[src/design/aon_regs_pkg.sv]
// Package with offsets, field positions and reset values of the always-on bank
package aon_regs_pkg;

    // Register byte offsets within the bank
    localparam logic [3:0] OFF_POWER_GATING  = 4'h0;
    localparam logic [3:0] OFF_PERIPH_ENABLE = 4'h1;
    localparam logic [3:0] OFF_FAULT_STATUS  = 4'h2;
    localparam logic [3:0] OFF_GPIO_DIR      = 4'h3;
    localparam logic [3:0] OFF_GPIO_POL      = 4'h4;
    localparam logic [3:0] OFF_GPIO_OUT      = 4'h5;
    localparam logic [3:0] OFF_GPIO_IN       = 4'h6;

    // Writable bit masks; all other bits are reserved
    localparam logic [7:0] MASK_POWER_GATING  = 8'h07;
    localparam logic [7:0] MASK_PERIPH_ENABLE = 8'h5F;

    // Field positions, power gating control
    localparam int BIT_CARD_ONE_OFF  = 0;
    localparam int BIT_PULLUP_KEEP   = 1;
    localparam int BIT_CARD_TWO_OFF  = 2;
    // Field positions, peripheral enable control
    localparam int BIT_ONBOARD_DIS   = 0;
    localparam int BIT_PADDLE01_DIS  = 1;
    localparam int BIT_PADDLE24_DIS  = 2;
    localparam int BIT_ID_CONTROL    = 3;
    localparam int BIT_LAN_ZERO_DIS  = 4;
    localparam int BIT_WIRELESS_DIS  = 6;
    // Field positions, fault status and soft reset
    localparam int BIT_SOFT_RESET    = 2;
    localparam int BIT_PADDLE_OC_LO  = 3;
    localparam int BIT_PADDLE_OC_HI  = 5;
    localparam int BIT_PANEL_OC      = 6;
    localparam int BIT_THERMAL       = 7;

    // Reset values
    localparam logic [7:0] RST_CONTROL = 8'h00;
    localparam logic [7:0] RST_GPIO    = 8'h00;

    // Soft reset pulse length in cycles
    localparam int SOFT_RESET_CYCLES = 16;

endpackage : aon_regs_pkg

[src/design/gpio_cfg_if.sv]
// Interface carrying the auxiliary GPIO configuration to the pin stage
interface gpio_cfg_if #(parameter int WIDTH = 8);
    logic [WIDTH-1:0] dir;
    logic [WIDTH-1:0] pol;
    logic [WIDTH-1:0] out_val;
    logic [WIDTH-1:0] pin_in;
    logic [WIDTH-1:0] pin_state;
    modport regs (output dir, output pol, output out_val, input pin_state);
    modport pins (input dir, input pol, input out_val, input pin_in,
                  output pin_state);
endinterface : gpio_cfg_if

[src/design/gpio_pin_stage.sv]
// Pin stage for the auxiliary GPIO lines: drive, enable and readback
module gpio_pin_stage #(
    parameter int WIDTH = 8
) (
    input  wire logic             clk_sys,   // System clock
    input  wire logic             sys_rst,   // Synchronous reset
    gpio_cfg_if.pins              cfg,       // Configuration carrier
    output logic      [WIDTH-1:0] pin_out,   // Pin output levels
    output logic      [WIDTH-1:0] pin_oe_n   // Pin output enables, low drives
);

    // Elaboration-time refusal of widths the bank cannot serve
    if (WIDTH < 1 || WIDTH > 8)
    begin : g_width_bad
        $error("gpio_pin_stage: WIDTH must be 1 to 8");
    end

    ////////////////////////////////////////////////////////////////////////
    // Per-line drive level and enable registers
    genvar i;
    generate
        for (i = 0; i < WIDTH; i++)
        begin : g_line
            always_ff @(posedge clk_sys)
            begin
                if (sys_rst)
                begin
                    pin_out[i]  <= 1'b0;
                    pin_oe_n[i] <= 1'b1;
                end
                else
                begin
                    pin_out[i]  <= cfg.out_val[i] ^ cfg.pol[i];
                    pin_oe_n[i] <= ~cfg.dir[i];
                end
            end
        end
    endgenerate

    // Readback of raw pin level regardless of direction or polarity
    always_ff @(posedge clk_sys)
    begin
        if (sys_rst)
            cfg.pin_state <= '0;
        else
            cfg.pin_state <= cfg.pin_in;
    end

endmodule // gpio_pin_stage

[src/design/aon_misc_regs.sv]
// Always-on miscellaneous control registers and auxiliary GPIO configuration
module aon_misc_regs #(
    parameter int GPIO_WIDTH = 8
) (
    input  wire logic        clk_sys,            // System clock
    input  wire logic        sys_rst,            // Power-on reset, sync
    input  wire logic        plat_rst,           // Platform reset, sync
    input  wire logic        reg_wr,             // Register write strobe
    input  wire logic        reg_rd,             // Register read strobe
    input  wire logic [3:0]  reg_addr,           // Register byte offset
    input  wire logic [7:0]  reg_wdata,          // Write data
    output logic      [7:0]  reg_rdata,          // Read data
    input  wire logic        s0_power,           // S0 power control signal
    input  wire logic        wireless_ext,       // Other wireless-off sources
    input  wire logic        usb_id_a_cable,     // High when A cable present
    input  wire logic        cpu_thermal_trip,   // Thermal trip from CPU
    input  wire logic        panel_overcurrent,  // Panel switch fault
    input  wire logic        paddle_overcurrent, // Paddle switch fault
    output logic             card_one_power_en,  // Card one 3.3 V enable
    output logic             card_two_power_en,  // Card two 3.3 V enable
    output logic             pullup_power_keep_signal, // Pull-up supply on
    output logic             wireless_disable,   // Wireless disable out
    output logic             lan_off_input_n,    // LAN zero off, low off
    output logic             onboard_vbus_en,    // Onboard VBUS enable
    output logic             paddle01_vbus_en_n, // Ports 0/1 enable, low on
    output logic             paddle24_vbus_en_n, // Ports 2/4 enable, low on
    output logic             onboard_vbus_dis,   // Onboard switch disable
    output logic             soft_button_reset,  // Push-button reset pulse
    input  wire logic [7:0]  gpio_pin_in,        // GPIO pin levels
    output logic      [7:0]  gpio_pin_out,       // GPIO drive levels
    output logic      [7:0]  gpio_pin_oe_n       // GPIO enables, low drives
);

    // Elaboration-time refusal: the byte registers serve eight lines only
    if (GPIO_WIDTH != 8)
    begin : g_width_bad
        $error("aon_misc_regs: GPIO_WIDTH must be 8");
    end

    logic [7:0] power_gating_control_reg;
    logic [7:0] peripheral_enable_control_reg;
    logic [7:0] gpio_direction_reg;
    logic [7:0] gpio_polarity_reg;
    logic [7:0] gpio_output_value_reg;
    logic [4:0] soft_cnt_reg;
    logic       soft_active_reg;
    logic       gpio_rst;
    logic       wr_soft;

    gpio_cfg_if #(.WIDTH(8)) cfg ();

    ////////////////////////////////////////////////////////////////////////
    // Always-on control registers, power-on reset only
    always_ff @(posedge clk_sys)
    begin
        if (sys_rst)
        begin
            power_gating_control_reg      <= aon_regs_pkg::RST_CONTROL;
            peripheral_enable_control_reg <= aon_regs_pkg::RST_CONTROL;
        end
        else if (reg_wr)
        begin
            if (reg_addr == aon_regs_pkg::OFF_POWER_GATING)
                power_gating_control_reg <= reg_wdata &
                    aon_regs_pkg::MASK_POWER_GATING;
            if (reg_addr == aon_regs_pkg::OFF_PERIPH_ENABLE)
                peripheral_enable_control_reg <= reg_wdata &
                    aon_regs_pkg::MASK_PERIPH_ENABLE;
        end
    end

    ////////////////////////////////////////////////////////////////////////
    // GPIO configuration, platform reset gated by the keep bit
    assign gpio_rst = sys_rst | (plat_rst &
        ~power_gating_control_reg[aon_regs_pkg::BIT_PULLUP_KEEP]);

    always_ff @(posedge clk_sys)
    begin
        if (gpio_rst)
        begin
            gpio_direction_reg    <= aon_regs_pkg::RST_GPIO;
            gpio_polarity_reg     <= aon_regs_pkg::RST_GPIO;
            gpio_output_value_reg <= aon_regs_pkg::RST_GPIO;
        end
        else if (reg_wr)
        begin
            if (reg_addr == aon_regs_pkg::OFF_GPIO_DIR)
                gpio_direction_reg <= reg_wdata;
            if (reg_addr == aon_regs_pkg::OFF_GPIO_POL)
                gpio_polarity_reg <= reg_wdata;
            if (reg_addr == aon_regs_pkg::OFF_GPIO_OUT)
                gpio_output_value_reg <= reg_wdata;
        end
    end

    ////////////////////////////////////////////////////////////////////////
    // Soft push-button reset pulse, cleared by the reset it causes
    assign wr_soft = reg_wr && (reg_addr == aon_regs_pkg::OFF_FAULT_STATUS)
        && reg_wdata[aon_regs_pkg::BIT_SOFT_RESET];

    always_ff @(posedge clk_sys)
    begin
        if (sys_rst || plat_rst)
        begin
            soft_active_reg <= 1'b0;
            soft_cnt_reg    <= 5'h00;
        end
        else if (wr_soft)
        begin
            soft_active_reg <= 1'b1;
            soft_cnt_reg    <= 5'(aon_regs_pkg::SOFT_RESET_CYCLES - 1);
        end
        else if (soft_active_reg)
        begin
            if (soft_cnt_reg == 5'h00)
                soft_active_reg <= 1'b0;
            else
                soft_cnt_reg <= soft_cnt_reg - 5'h01;
        end
    end

    assign soft_button_reset = soft_active_reg;

    ////////////////////////////////////////////////////////////////////////
    // Board control outputs
    always_ff @(posedge clk_sys)
    begin
        if (sys_rst)
        begin
            card_one_power_en        <= 1'b1;
            card_two_power_en        <= 1'b1;
            pullup_power_keep_signal <= 1'b0;
            wireless_disable         <= 1'b0;
            lan_off_input_n          <= 1'b1;
            onboard_vbus_en          <= 1'b0;
            paddle01_vbus_en_n       <= 1'b0;
            paddle24_vbus_en_n       <= 1'b0;
            onboard_vbus_dis         <= 1'b0;
        end
        else
        begin
            card_one_power_en <= s0_power |
                ~power_gating_control_reg[aon_regs_pkg::BIT_CARD_ONE_OFF];
            card_two_power_en <= s0_power |
                ~power_gating_control_reg[aon_regs_pkg::BIT_CARD_TWO_OFF];
            pullup_power_keep_signal <= s0_power |
                power_gating_control_reg[aon_regs_pkg::BIT_PULLUP_KEEP];
            wireless_disable <= wireless_ext |
                peripheral_enable_control_reg[aon_regs_pkg::BIT_WIRELESS_DIS];
            lan_off_input_n <=
                ~peripheral_enable_control_reg[aon_regs_pkg::BIT_LAN_ZERO_DIS];
            onboard_vbus_en <=
                ~peripheral_enable_control_reg[aon_regs_pkg::BIT_ONBOARD_DIS] &
                (~peripheral_enable_control_reg[aon_regs_pkg::BIT_ID_CONTROL] |
                 usb_id_a_cable);
            paddle24_vbus_en_n <=
                peripheral_enable_control_reg[aon_regs_pkg::BIT_PADDLE24_DIS];
            paddle01_vbus_en_n <=
                peripheral_enable_control_reg[aon_regs_pkg::BIT_PADDLE01_DIS];
            onboard_vbus_dis <=
                peripheral_enable_control_reg[aon_regs_pkg::BIT_ONBOARD_DIS];
        end
    end

    ////////////////////////////////////////////////////////////////////////
    // Pin stage
    assign cfg.dir     = gpio_direction_reg;
    assign cfg.pol     = gpio_polarity_reg;
    assign cfg.out_val = gpio_output_value_reg;
    assign cfg.pin_in  = gpio_pin_in;

    gpio_pin_stage #(.WIDTH(8)) u_pins (
        .clk_sys  (clk_sys),
        .sys_rst  (sys_rst),
        .cfg      (cfg),
        .pin_out  (gpio_pin_out),
        .pin_oe_n (gpio_pin_oe_n)
    );

    ////////////////////////////////////////////////////////////////////////
    // Registered read data; unmapped offsets read zero
    always_ff @(posedge clk_sys)
    begin
        if (sys_rst)
            reg_rdata <= 8'h00;
        else if (reg_rd)
        begin
            case (reg_addr)
                aon_regs_pkg::OFF_POWER_GATING:
                    reg_rdata <= power_gating_control_reg;
                aon_regs_pkg::OFF_PERIPH_ENABLE:
                    reg_rdata <= peripheral_enable_control_reg;
                aon_regs_pkg::OFF_FAULT_STATUS:
                    reg_rdata <= {cpu_thermal_trip,
                                  panel_overcurrent,
                                  {3{paddle_overcurrent}},
                                  soft_active_reg, 2'b00};
                aon_regs_pkg::OFF_GPIO_DIR:
                    reg_rdata <= gpio_direction_reg;
                aon_regs_pkg::OFF_GPIO_POL:
                    reg_rdata <= gpio_polarity_reg;
                aon_regs_pkg::OFF_GPIO_OUT:
                    reg_rdata <= gpio_output_value_reg;
                aon_regs_pkg::OFF_GPIO_IN:
                    reg_rdata <= cfg.pin_state;
                default:
                    reg_rdata <= 8'h00;
            endcase
        end
    end

endmodule // aon_misc_regs

[config.mk]
export PLATFORM = sky130hd
export DESIGN_NAME = aon_misc_regs
export DESIGN_NICKNAME = d
export VERILOG_FILES = /design/src/design/aon_regs_pkg.sv /design/src/design/gpio_cfg_if.sv /design/src/design/gpio_pin_stage.sv /design/src/design/aon_misc_regs.sv
export SDC_FILE = /design/constraint.sdc
export NUM_CORES = 1
export LEC_CHECK = 0
export BUFFER_PORTS_ARGS = -buffer_cell sky130_fd_sc_hd__buf_2
export CAP_MARGIN = 25
export CORE_ASPECT_RATIO = 1.1
export CORE_UTILIZATION = 40
export CTS_BUF_LIST = sky130_fd_sc_hd__clkbuf_8 sky130_fd_sc_hd__clkbuf_16
export DETAILED_ROUTE_END_ITERATION = 10
export SLEW_MARGIN = 10
export SYNTH_ARGS = -nofsm -noshare
export SYNTH_HDL_FRONTEND = slang
export SYNTH_SLANG_ARGS = --single-unit
[constraint.sdc]
create_clock -name clk_sys -period 4.2 [get_ports clk_sys]
set_clock_uncertainty 0.1 [all_clocks]
set_input_delay 0.21 -clock clk_sys [delete_from_list [all_inputs] [get_ports clk_sys]]
set_output_delay 0.21 -clock clk_sys [all_outputs]
set_load 0.01 [all_outputs]
# Yosys cells after proc, flatten, opt, wreduce, memory -nomap -nowiden
# Index checks and enable logic that the tools add are counted.
# classes
n_addsub	1
n_eq_ne	7
mux	7
bitwise	31
reduce_logical	14
# ops
operator	count
$pmux 8 s7	1
$not 1->1	15
$reduce_and 2->1	7
$eq 4x3->1 const B	3
$mux 4	3
$eq 4x2->1 const B	2
$xor 1x1->1	8
$or 1x1->1	6
$logic_not 5->1	1
$sub 5x1->5 const B	1
$eq 4x1->1 const B	1
$logic_not 4->1	1
$mux 1	3
$and 1x1->1	2
$logic_and 1x1->1	2
$ne 2x2->1 const B	1
$reduce_bool 2->1	1
$reduce_or 2->1	1
$logic_or 1x1->1	1
# totals
reg_bits	80
in_bits	31
out_inout_bits	34
word_cells	95

# Depth between registers and ports, before layout
# depth
depth_word	5
mapped_depth	6
ltp_nobuf	6

# Modules after synthesis
# A second synthesis with hierarchy kept.
# unflattened
hier_cells	331
hier_area_um2	3188.1
# modules_own_cells
module	n_inst	cells_per_inst	area_each_um2	seq_area_each_um2
aon_misc_regs	1	273	2489.9	1121.1
gpio_pin_stage	1	58	698.2	480.5

# Worst setup path after synthesis
# OpenSTA, ideal clock, no wires.
# synth_timing
path_type	reg-to-reg
from	register soft_cnt_reg[0]
to	register soft_cnt_reg[3]
setup_time_ns	0.125
t_arrival_ns	1.301
required_time_ns	3.975
path_slack_ns	2.674
path_stages_with_launch	7
path_buffers	0
synth_period_minus_slack_ns	1.526
path_cell_list	dfxtp_1 > inv_1 > ha_1 > or4b_4 > nand3_1 > xor2_1 > a21oi_1
# synth_between
elab_chain_cells	4
word_cells_on_any_way	7
classes_between	add/sub (1); eq/ne (1); mux (3); reduce/logical (2)
# synth_lines
element	line	source
start: declaration	aon_misc_regs.sv:45	logic [4:0] soft_cnt_reg;
start signal: assignment	aon_misc_regs.sv:111	soft_cnt_reg <= 5'(aon_regs_pkg::SOFT_RESET_CYCLES - 1);
start signal: assignment	aon_misc_regs.sv:118	soft_cnt_reg <= soft_cnt_reg - 5'h01;
$sub 5x1->5	aon_misc_regs.sv:118	
$mux 4	aon_misc_regs.sv:115	if (soft_cnt_reg == 5'h00)
$mux 4	aon_misc_regs.sv:113	else if (soft_active_reg)
$mux 4	aon_misc_regs.sv:108	else if (wr_soft)
# Several ways; a longest one is shown, not always the timed one. The select of a mux whose other input is x is not followed.
# A chain may end at the register's enable or synchronous reset.

# Worst setup path in the final report
# layout_timing
from	input reg_addr[2]
to	register gpio_polarity_reg[2] (netlist: cfg.pol[2])
# layout_between
elab_chain_cells	2
# layout_lines
element	line	source
start: declaration	aon_misc_regs.sv:10	input wire logic [3:0] reg_addr,
$eq 4x3->1	aon_misc_regs.sv:89	if (reg_addr == aon_regs_pkg::OFF_GPIO_POL)
$reduce_and 2->1 (no source line)	n/a	
end signal: assignment	aon_misc_regs.sv:82	gpio_polarity_reg <= aon_regs_pkg::RST_GPIO;
end signal: assignment	aon_misc_regs.sv:90	gpio_polarity_reg <= reg_wdata;
end: declaration	aon_misc_regs.sv:43	logic [7:0] gpio_polarity_reg;
# No other way between the ends.

==> run metrics <==
status finished clean; Reg power frac 56.6%; Net Sw Frac 25.3%; worst-margin pin slew 0.913 ns; H-tree levels 3; CTS Buf Count 9; Syn Area/Cell 9.78 um2; Die Span Y 97.2 um; crit share post-route 41.0%; Vias 2604; Seq cells post-synth 80; Die Span X 88.5 um; max incr delay on CP 0.65 ns; Sink Count 80; Clock Tree Root clkbuf_8; mean routed wirelength per cell 15.1 um; CTS resizes 0; fin nets 433; first-pass GRT wire length 12.5 mm; layout cells sized above 1 23.5%; Core Rows 34; Netlist Area Pre-Place 3290 um2; CP max FO 19; fmax 0.581 GHz; multi-input logic area 1530 um2; vias in the first global route 2492; RSZ-0062 raised after global routing false; synth top area cells dfxtp_1, mux2i_1, nor2_1; post-route setup TNS 0 ns; Gate Count Post-Synth 337; Leak Pwr 0.00150 uW; DR DRC count 0; Total Routing Usage GR 19.4%; hold path cells 3; hold_ws 0.0199 ns; worst reg2reg setup slack 2.58 ns; IO Count 65; Setup CP Type input pin to register; reg2reg end soft_cnt_reg[3]; CP cell instances buf_2, nor4b_4, nand2_1, nand2_1, a21oi_1; power density over the cells 352 nW/um2; asr flop ratio synth 0%; synthesis-to-finish area growth 17.6%; core area 7960 um2; worst-skew pair later-pin latency 0.36 ns; EDFF count, synth 0; Die Area 8600 um2; Hold EP cfg.dir[5]; GPL Wtd Cong 0.797; crit path DAT 1.83 ns; Slew Limit Fails 0; Max-slew headroom 39.2%; clock power share 35.9%; Setup crit start kind input pin; yosys warns 0; CP dominant cell by count nand2_1; NetSw 346 uW; Detailed Route Iter0 Violations 143; endpoint type of the worst setup path register; final setup fails 0; post-synthesis sequential area ratio 48.6%; top cells by count, synth dfxtp_1, nor2_1, nand2_1, a21oi_1, mux2i_1; Reg area 1600 um2; drt pass-1 iters 4; Crit-path slowest cell nor4b_4; initial antenna violation count 0; Final Core Density 48.7%; Worst EP required 4.31 ns; Initial Util 41.4%; maximum clock insertion buffer count 2; unique cell type count in the Yosys netlist 53; Routed Antenna Nets 0; Final Hold Vio Count 0; CTS clk-pin slew, worst paths 0.08 ns; pin count of the biggest net entering global routing 54; origin of the worst min-delay path reg_wdata[5]; Logic pwr share 7.6%; port bufs 64; top cell type's share of synthesized area 48.6%; Tmin final 1.72 ns; MaxCap Viol Count 0; Crit Reg-Reg Startpoint soft_cnt_reg[0]; R2R cell count 6; TritonCTS clock tree done; Routed WL 7.74 mm; top_reg_cell synth dfxtp_1; filler cell count in the final layout 809; most frequent cell after synthesis dfxtp_1; GR Overflow Total 0; Hold Path Class input pin to register; hpwl dp 5.20 mm; leading area contributor after synthesis dfxtp_1; ant diodes 0; Internal 1020 uW; Synthesized Nets 370; maximum vdd ir drop 156 uV; vias per inst 5.08
## cell families (layout without fill, tap and decap cells)
group,Yosys count,in the layout,share of synthesized area [%]
AOI/OAI and AO/OA,55,55,11.7
xor gates and xnor gates,12,12,3.19
adders and majority gates,2,2,0.759
buffers and inverters,27,95,5.01
DFF,80,80,48.6
muxes,27,27,8.32
and+or+nand+nor,134,134,22.4
## power by group through the flow
stage          Clock [uW]  Combinational [uW]  Sequential [uW]
2_1_floorplan           0                66.0              791
3_3_place_gp            0                96.4              790
3_5_place_dp            0                96.1              790
4_1_cts               504                 104              773
5_1_grt               537                 113              774
6_report              489                 103              772
## layer usage
layer	part of all wire (%)	vias to the layer above	track usage, %
met5	0	-	0
met4	1.9	0	10.0
met3	5.0	13	3.74
met2	46	74	29.1
met1	47	1222	26.1
li1	-	1295	-
## metrics by stage
stage	total power, uW	setup slack (ns)	instance area (um2)	cells
4_1_cts	1380	2.53	3870	513
2_1_floorplan	857	2.67	3290	337
3_3_place_gp	887	2.10	3600	486
3_5_place_dp	886	2.17	3600	486
5_1_grt	1420	2.41	3870	513
6_report	1370	2.48	3870	513
## area by class of cell
cell class              instances  share of cell area [%]
inverters                       4                   0.387
clock buffers                   9                    3.20
repair buffers                 75                    11.1
clock inverters                 7                    1.07
well taps                     108                    3.49
multi-input cells             230                    39.4
flip-flops and latches         80                    41.3
## worst max-delay path: cells and delay by family
kind	cells	cell delay, ns
AO/OA/AOI/OAI	1	0.07
AND/OR/NAND/NOR	3	1.21
buffers and inverters	1	0.33
## placed cells by master, fill, tap and decap left out, drive strengths merged, types with 4 or more instances in the layout
cell type	count
dfxtp	80
buf	64
nor2	34
nand2	27
a21oi	24
mux2i	24
nand3	21
nand2b	17
nor2b	13
dlygate4sd3	11
xnor2	9
clkbuf	9
inv	6
o22a	4
a211oi	4
## how the worst max path moves through the flow
| stage | from | to | slack [ns] | cells past startpoint |
|---|---|---|---|---|
| 2_1_floorplan | soft_cnt_reg[0] | soft_cnt_reg[3] | 2.67 | 6 |
| 3_5_place_dp | reg_addr[0] | cfg.out_val[3] | 2.17 | 5 |
| 3_3_place_gp | reg_addr[2] | cfg.pol[5] | 2.10 | 5 |
| 5_1_grt | reg_addr[1] | cfg.out_val[1] | 2.41 | 5 |
| 4_1_cts | reg_addr[1] | cfg.pol[2] | 2.53 | 5 |
| 6_report | reg_addr[2] | cfg.pol[2] | 2.48 | 5 |
## timing repair
item,4_1_cts,5_1_grt
endpoints found under the hold margin,13,0
hold buffers,11,0
setup endpoints to repair,0,0
setup buffers,0,0
No activity file was read; power rests on OpenSTA's default activity.
